File: src/logic/rbt_defines.vh
`ifndef RBT_DEFINES_VH
`define RBT_DEFINES_VH

// ==========================================================
// data path
`define RBT_DATA_W      8
`define RBT_FIFO_DEPTH  16
`define RBT_FIFO_AW     4

// ==========================================================
// register map, byte addresses on the word-aligned bus
`define RBT_ADDR_W      4
`define RBT_OFS_CTRL    4'h0
`define RBT_OFS_STATUS  4'h4
`define RBT_OFS_STORED  4'h8
`define RBT_OFS_FIFO    4'hC

// ==========================================================
// control fields
`define RBT_CTRL_GATE_N     0
`define RBT_CTRL_DIR        1
`define RBT_CTRL_SEL_12     2
`define RBT_CTRL_SEL_21     3
`define RBT_CTRL_W          4
`define RBT_CTRL_RESET      4'hF

// ==========================================================
// status fields
`define RBT_STAT_ONE_OE     0
`define RBT_STAT_TWO_OE     1
`define RBT_STAT_FIFO_VLD   2
`define RBT_STAT_FIFO_RDY   3

// ==========================================================
// fsm codes
`define RBT_ST_IDLE   2'b01
`define RBT_ST_RESP   2'b10

`endif

File: src/logic/rbt_fifo.v
`timescale 1ns/1ps
`default_nettype none

// ==========================================================
// synchronous fifo with valid/ready on both sides
module rbt_fifo #(
  parameter WIDTH = 8,
  parameter DEPTH = 16,
  parameter AW    = 4
) (
  // clock and reset
  input  wire             clk_sys,
  input  wire             resetn,
  // fill side
  input  wire             in_valid,
  output wire             in_ready,
  input  wire [WIDTH-1:0] in_data,
  // drain side
  output wire             out_valid,
  input  wire             out_ready,
  output wire [WIDTH-1:0] out_data
);

  reg [WIDTH-1:0] mem_reg [0:DEPTH-1];
  reg [AW-1:0]    wr_ptr_reg;
  reg [AW-1:0]    rd_ptr_reg;
  reg [AW:0]      count_reg;
  wire            push;
  wire            pop;

  // honest full and empty
  assign in_ready  = (count_reg != DEPTH[AW:0]);
  assign out_valid = (count_reg != {(AW+1){1'b0}});
  assign out_data  = mem_reg[rd_ptr_reg];
  assign push      = in_valid & in_ready;
  assign pop       = out_valid & out_ready;

  // storage, no reset needed
  always @(posedge clk_sys)
  begin
    if (push)
      mem_reg[wr_ptr_reg] <= in_data;
  end

  // pointers and fill level
  always @(posedge clk_sys)
  begin
    if (!resetn)
    begin
      wr_ptr_reg <= {AW{1'b0}};
      rd_ptr_reg <= {AW{1'b0}};
      count_reg  <= {(AW+1){1'b0}};
    end
    else
    begin
      if (push)
        wr_ptr_reg <= wr_ptr_reg + 1'b1;
      if (pop)
        rd_ptr_reg <= rd_ptr_reg + 1'b1;
      if (push & ~pop)
        count_reg <= count_reg + 1'b1;
      else if (pop & ~push)
        count_reg <= count_reg - 1'b1;
    end
  end

endmodule

`default_nettype wire

File: src/logic/rbt_transceiver.v
// Design decisions made here: the Avalon-MM interface to the registers and the address map.
`timescale 1ns/1ps
`default_nettype none
`include "rbt_defines.vh"

module rbt_transceiver #(
  parameter DATA_W      = `RBT_DATA_W,
  parameter FIFO_DEPTH  = `RBT_FIFO_DEPTH,
  parameter FIFO_AW     = `RBT_FIFO_AW,
  parameter INVERT_12   = 0
) (
  // clock and reset
  input  wire              clk_sys,
  input  wire              resetn,
  // avalon-mm slave
  input  wire [3:0]        avs_address,
  input  wire              avs_read,
  input  wire              avs_write,
  input  wire [31:0]       avs_writedata,
  input  wire [3:0]        avs_byteenable,
  output reg  [31:0]       avs_readdata,
  output wire              avs_waitrequest,
  output reg               avs_readdatavalid,
  // capture clocks, sampled as enables on clk_sys
  input  wire              side_one_capture_clock,
  input  wire              side_two_capture_clock,
  // side one bus pins
  input  wire [DATA_W-1:0] side_one_bus_in,
  output reg  [DATA_W-1:0] side_one_bus_out,
  output reg               side_one_bus_oe,
  // side two bus pins
  input  wire [DATA_W-1:0] side_two_bus_in,
  output reg  [DATA_W-1:0] side_two_bus_out,
  output reg               side_two_bus_oe
);

  // ==========================================================
  // control register and pin steering
  reg  [`RBT_CTRL_W-1:0] ctrl_reg;
  wire                   gate_n;
  wire                   dir;
  wire                   one_to_two_source_select;
  wire                   two_to_one_source_select;

  assign gate_n                   = ctrl_reg[`RBT_CTRL_GATE_N];
  assign dir                      = ctrl_reg[`RBT_CTRL_DIR];
  assign one_to_two_source_select = ctrl_reg[`RBT_CTRL_SEL_12];
  assign two_to_one_source_select = ctrl_reg[`RBT_CTRL_SEL_21];

  // ==========================================================
  // capture edge detection on clk_sys
  reg              cap_one_d_reg;
  reg              cap_two_d_reg;
  wire             cap_one_rise;
  wire             cap_two_rise;
  reg [DATA_W-1:0] store_one_reg;
  reg [DATA_W-1:0] store_two_reg;

  assign cap_one_rise = side_one_capture_clock & ~cap_one_d_reg;
  assign cap_two_rise = side_two_capture_clock & ~cap_two_d_reg;

  // previous capture clock levels
  always @(posedge clk_sys)
  begin
    if (!resetn)
    begin
      cap_one_d_reg <= 1'b1;
      cap_two_d_reg <= 1'b1;
    end
    else
    begin
      cap_one_d_reg <= side_one_capture_clock;
      cap_two_d_reg <= side_two_capture_clock;
    end
  end

  // storage registers, loaded regardless of gate or dir, no reset
  always @(posedge clk_sys)
  begin
    if (cap_one_rise)
      store_one_reg <= side_one_bus_in;
    if (cap_two_rise)
      store_two_reg <= side_two_bus_in;
  end

  // ==========================================================
  // output multiplexers, registered data and enables
  wire [DATA_W-1:0] src_12;
  wire [DATA_W-1:0] src_21;
  wire [DATA_W-1:0] inv_mask;

  assign inv_mask = (INVERT_12 != 0) ? {DATA_W{1'b1}} : {DATA_W{1'b0}};
  assign src_12   = (one_to_two_source_select ? store_one_reg
                    : side_one_bus_in) ^ inv_mask;
  assign src_21   = two_to_one_source_select ? store_two_reg
                    : side_two_bus_in;

  // drive steering
  always @(posedge clk_sys)
  begin
    if (!resetn)
    begin
      side_one_bus_oe  <= 1'b0;
      side_two_bus_oe  <= 1'b0;
      side_one_bus_out <= {DATA_W{1'b0}};
      side_two_bus_out <= {DATA_W{1'b0}};
    end
    else
    begin
      side_one_bus_oe  <= ~gate_n & ~dir;
      side_two_bus_oe  <= ~gate_n & dir;
      side_one_bus_out <= src_21;
      side_two_bus_out <= src_12;
    end
  end

  // ==========================================================
  // fifo of side one captures, drained by software reads
  wire              fifo_in_ready;
  wire              fifo_out_valid;
  wire              fifo_pop;
  wire [DATA_W-1:0] fifo_out_data;
  reg               cap_one_q_reg;

  // stage capture one cycle so the fifo sees the stored byte
  always @(posedge clk_sys)
  begin
    if (!resetn)
      cap_one_q_reg <= 1'b0;
    else
      cap_one_q_reg <= cap_one_rise;
  end

  rbt_fifo #(
    .WIDTH (DATA_W),
    .DEPTH (FIFO_DEPTH),
    .AW    (FIFO_AW)
  ) u_fifo (
    .clk_sys   (clk_sys),
    .resetn    (resetn),
    .in_valid  (cap_one_q_reg),
    .in_ready  (fifo_in_ready),
    .in_data   (store_one_reg),
    .out_valid (fifo_out_valid),
    .out_ready (fifo_pop),
    .out_data  (fifo_out_data)
  );

  // ==========================================================
  // avalon-mm slave, one wait cycle per access
  localparam ST_IDLE = `RBT_ST_IDLE;
  localparam ST_RESP = `RBT_ST_RESP;

  reg [1:0]  state_reg;
  reg [1:0]  state_next;
  reg [31:0] rd_mux;
  wire       access;
  wire       done;

  assign access          = avs_read | avs_write;
  assign done            = (state_reg == ST_RESP);
  assign avs_waitrequest = access & ~done;
  // pop only what the held read word reported as valid
  assign fifo_pop        = done & avs_read &
                           (avs_address == `RBT_OFS_FIFO) & fifo_out_valid &
                           avs_readdata[31];

  // next state
  always @*
  begin
    state_next = state_reg;
    case (state_reg)
      ST_IDLE: if (access) state_next = ST_RESP;
      ST_RESP: state_next = ST_IDLE;
      default: state_next = ST_IDLE;
    endcase
  end

  // read data mux, unmapped reads return zero
  always @*
  begin
    rd_mux = 32'h0000_0000;
    case (avs_address)
      `RBT_OFS_CTRL:   rd_mux[`RBT_CTRL_W-1:0] = ctrl_reg;
      `RBT_OFS_STATUS:
      begin
        rd_mux[`RBT_STAT_ONE_OE]   = side_one_bus_oe;
        rd_mux[`RBT_STAT_TWO_OE]   = side_two_bus_oe;
        rd_mux[`RBT_STAT_FIFO_VLD] = fifo_out_valid;
        rd_mux[`RBT_STAT_FIFO_RDY] = fifo_in_ready;
      end
      `RBT_OFS_STORED:
      begin
        rd_mux[DATA_W-1:0]        = store_one_reg;
        rd_mux[2*DATA_W-1:DATA_W] = store_two_reg;
      end
      `RBT_OFS_FIFO:
      begin
        rd_mux[DATA_W-1:0] = fifo_out_data;
        rd_mux[31]         = fifo_out_valid;
      end
      default:         rd_mux = 32'h0000_0000;
    endcase
  end

  // state, control writes, read data
  always @(posedge clk_sys)
  begin
    if (!resetn)
    begin
      state_reg         <= ST_IDLE;
      ctrl_reg          <= `RBT_CTRL_RESET;
      avs_readdata      <= 32'h0000_0000;
      avs_readdatavalid <= 1'b0;
    end
    else
    begin
      state_reg         <= state_next;
      avs_readdatavalid <= done & avs_read;
      // loaded when the read is taken, so it stands as waitrequest drops
      if ((state_reg == ST_IDLE) & avs_read)
        avs_readdata <= rd_mux;
      if (done & avs_write & (avs_address == `RBT_OFS_CTRL) &
          avs_byteenable[0])
        ctrl_reg <= avs_writedata[`RBT_CTRL_W-1:0];
    end
  end

endmodule

`default_nettype wire

File: config.mk
export PLATFORM = sky130hd
export DESIGN_NAME = rbt_transceiver
export DESIGN_NICKNAME = d
export VERILOG_FILES = /design/src/logic/rbt_fifo.v /design/src/logic/rbt_transceiver.v
export VERILOG_INCLUDE_DIRS = /design/src /design/src/logic
export SDC_FILE = /design/constraint.sdc
export NUM_CORES = 1
export LEC_CHECK = 0
export BUFFER_PORTS_ARGS = -buffer_cell sky130_fd_sc_hd__buf_4
export CORE_UTILIZATION = 55
export CTS_CLUSTER_DIAMETER = 120
export DETAILED_ROUTE_END_ITERATION = 7
export GPL_ROUTABILITY_DRIVEN = 0
export PLACE_DENSITY = 0.75
export SYNTH_ARGS = -nofsm -noshare
export SYNTH_HDL_FRONTEND = slang
export SYNTH_SLANG_ARGS = --single-unit
File: constraint.sdc
create_clock -name clk_sys -period 3.4 [get_ports clk_sys]
set_input_delay 0.17 -clock clk_sys [delete_from_list [all_inputs] [get_ports clk_sys]]
set_output_delay 0.17 -clock clk_sys [all_outputs]
set_load 0.1 [all_outputs]
==> flow_summary_export.csv <==
group,metric,value,unit
setup_path,cp-end-kind,"flop",
min_path,min_to,"ctrl_reg[2]$_SDFFE_PN1P_",
clock_network,cts-root-buf,"clkbuf_16",
synth,async_flop_share,0,%
timing,worst_clock_skew,10.7,ps
clock_network,numCtsBuffers,21,
clock_network,cts-htree-levels,1,
synth,synth_area_leader_cell,"edfxtp_1",
grt,grt_max_degree,61,
floorplan,io_pins,114,
setup_path,reg2reg_depth,10,
clock_network,clk_pin_slew,60,ps
detailed_routing,wl_per_cell,20.7,um
detailed_routing,initialDrtViolationCount,386,
run,maxCapViolCount,0,
power,p_leak,3.54,nW
setup_path,cp.required,3820,ps
synth,synth.distinct_cells,57,
synth,syn_inst,528,
clock_network,clkSinkCount,206,
synth,synth_common_cells,"edfxtp_1, dfxtp_1, nor2b_1, mux2i_1, mux4_2",
clock_network,cts_tree,"yes",
cells_and_area,largest_reg_flops,128,
min_path,hold_depth,2,
timing,hold_violations,0,
power,ir_drop,443,uV
floorplan,die-area,0.0156,mm^2
setup_path,path_cells,"nor4_4 -> a21boi_2 -> ha_1 -> inv_1 -> fa_1 -> a21o_1 -> a21oi_1 -> xnor2_1 -> or3_1 -> a21boi_1",
detailed_routing,postRouteAntennaNets,0,
detailed_routing,drc,11,
floorplan,coreArea,0.0146,mm^2
placed_design,hpwl,11.1,mm
setup_path,path_buf_inv,1,
floorplan,die_h,125,um
placed_design,io_buffer_count,67,
cells_and_area,diodes,0,
synth,syn_avg_cell_area,15.7,um^2
synth,synth_most_common_cell,"edfxtp_1",
setup_path,critPathKind,"flop to flop",
min_path,worstHoldPathType,"input port to flop",
timing,fin_ws,535,ps
clock_network,clk_latency,480,ps
timing,fmax,349,MHz
cells_and_area,layout-drive-gt1-share,26.4,%
cells_and_area,nFillCells,976,
placed_design,place_ws,589,ps
setup_path,arrival,3280,ps
setup_path,reg2reg_slack,540,ps
synth,syn_area,0.00831,mm^2
setup_path,crit_path_start_kind,"flop",
timing,rsz0062_at_grt,"no",
grt,antenna_found_initial,0,
timing,finalMaxSlewViolations,0,
clock_network,cts_max_path_buffers,3,
detailed_routing,first_pass_iters,8,
setup_path,r2r_start,"u_fifo.count_reg[0]$_SDFFE_PN0P_",
synth,synth_enable_flop_cells,144,
synth,ys.flop_type,"edfxtp_1",
timing,relSlewSlack,39.2,%
grt,globalRouteOverflowTotal,0,
floorplan,initial_utilization,56.8,%
setup_path,critPathTopFamily,"compound AO/OA/AOI/OAI gates",
cells_and_area,layout.nets,701,
timing,setup_violations,0,
status,violations,"DRC",
status,outcome,"finished, violations left",
synth,synth_seq_cells,206,
timing,post-route-period-util,84.3,%
synth,yosysWarnings,0,
floorplan,die_x,125,um
grt,grt_pass1_wl,27.0,mm
setup_path,slowest_delay,480,ps
placed_design,dp.cells,766,
clock_network,cts_setup_buffers,0,
setup_path,slowest_stage,"dfxtp_1",
synth,yosysSeqAreaShare,67.0,%
placed_design,dpl-instance-area,0.00896,mm^2
setup_path,reg2reg_to,"u_fifo.count_reg[4]$_SDFFE_PN0P_",
floorplan,num_rows,44,
setup_path,crit_fanout,9,
timing,period_needed,2860,ps
timing,worstMarginPinSlew,909,ps
setup_path,cp_num_cells,10,
grt,grt_usage,22.6,%
cells_and_area,finalInstanceArea,0.00989,mm^2
cells_and_area,areaGrowthSynthToFinish,19.0,%
detailed_routing,via_count,4793,
synth,synthTopCellsByArea,"edfxtp_1, dfxtp_1, mux4_2, mux2i_1, nor2b_1",
cells_and_area,instances_no_fill,828,
detailed_routing,wl,17.1,mm
synth,synth_top_area_share,52.0,%
power,power_density,541,mW/mm^2
clock_network,ctsResizeCount,0,
timing,timing.setup.tns,0,ps
min_path,hp-start,"resetn",
detailed_routing,viasPerCell,5.79,
grt,grt_pass1_vias,4949,
-- layout make-up --
cell class | instances | area, um^2 | area share [%]
Clock buffer | 29 | 586 | 5.92
Tap cell | 184 | 230 | 2.33
Inverter | 6 | 22.5 | 0.228
Clock inverter | 9 | 103 | 1.04
Multi-Input combinational cell | 290 | 2530 | 25.6
Timing Repair Buffer | 104 | 853 | 8.63
Sequential cell | 206 | 5570 | 56.3
-- cells by family after synthesis --
logic type                 share of synthesized area, %
AOI/OAI and AO/OA                                  5.25
DFF                                                67.0
adders and majority gates                          1.60
xor gates and xnor gates                           1.05
muxes                                              12.0
other                                            0.0451
and+or+nand+nor                                    9.85
buffers and inverters                              3.24
-- routing by layer --
layer  global-route usage [%]  routed length (um)  up-vias
met2                     38.8                8650      175
li1                         -                   -     2181
met5                        0                   0        -
met3                     3.00                 912       22
met4                     5.67                 293        0
met1                     30.7                7250     2415
-- cell usage in the layout, fill, tap and decap left out, types with 3 or more instances in the layout --
| cell type | synthesis | final |
|---|---|---|
| a22oi_2 | 8 | 8 |
| nand2b_1 | 4 | 4 |
| a31oi_1 | 9 | 9 |
| clkbuf_8 | 0 | 3 |
| dfxtp_1 | 62 | 62 |
| nor2b_1 | 34 | 34 |
| nor2b_2 | 8 | 8 |
| nor3_1 | 5 | 5 |
| buf_4 | 19 | 79 |
| a211oi_1 | 3 | 3 |
| nand2_1 | 23 | 23 |
| mux4_2 | 28 | 28 |
| conb_1 | 1 | 15 |
| xnor2_1 | 8 | 8 |
| o21ai_0 | 11 | 11 |
| inv_1 | 5 | 5 |
| dlygate4sd3_1 | 0 | 24 |
| ha_1 | 9 | 9 |
| mux2i_1 | 30 | 30 |
| nand4_1 | 7 | 7 |
| a21oi_1 | 9 | 9 |
| clkbuf_1 | 9 | 5 |
| mux2_2 | 6 | 6 |
| a221oi_1 | 3 | 3 |
| nor2_1 | 20 | 20 |
| edfxtp_1 | 144 | 144 |
| and2_1 | 12 | 12 |
| clkbuf_16 | 0 | 21 |
-- power breakdown --
part | internal (mW) | switching [mW]
sequential | 2.70 | 0.0308
combinational | 0.104 | 0.265
clock | 1.36 | 0.897
total | 4.16 | 1.19
-- how the worst max path moves through the flow --
stage / from / endpoint
after global placement: u_fifo.count_reg[0]$_SDFFE_PN0P_ / u_fifo.count_reg[4]$_SDFFE_PN0P_
after detailed placement: u_fifo.count_reg[0]$_SDFFE_PN0P_ / u_fifo.count_reg[4]$_SDFFE_PN0P_
after global routing: u_fifo.count_reg[0]$_SDFFE_PN0P_ / u_fifo.count_reg[4]$_SDFFE_PN0P_
final: u_fifo.count_reg[0]$_SDFFE_PN0P_ / u_fifo.count_reg[4]$_SDFFE_PN0P_
after CTS: u_fifo.count_reg[0]$_SDFFE_PN0P_ / u_fifo.count_reg[4]$_SDFFE_PN0P_
after floorplan: avs_readdata[31]$_SDFFE_PN0P_ / u_fifo.count_reg[4]$_SDFFE_PN0P_
-- per-stage QoR --
stage	utilization [%]	power (mW)	hold WS, ps
2_1_floorplan	-	3.05	269
3_3_place_gp	61.2	3.12	359
3_5_place_dp	61.2	3.12	360
4_1_cts	67.5	5.38	85.3
5_1_grt	67.5	5.50	89.2
6_report	67.5	5.35	92.3
-- repair_timing --
action                                  CTS  global route
endpoints found under the hold margin    40             0
hold buffers                             24             0
endpoints found under the setup margin    0             0
No activity file was read; power rests on OpenSTA's default activity.
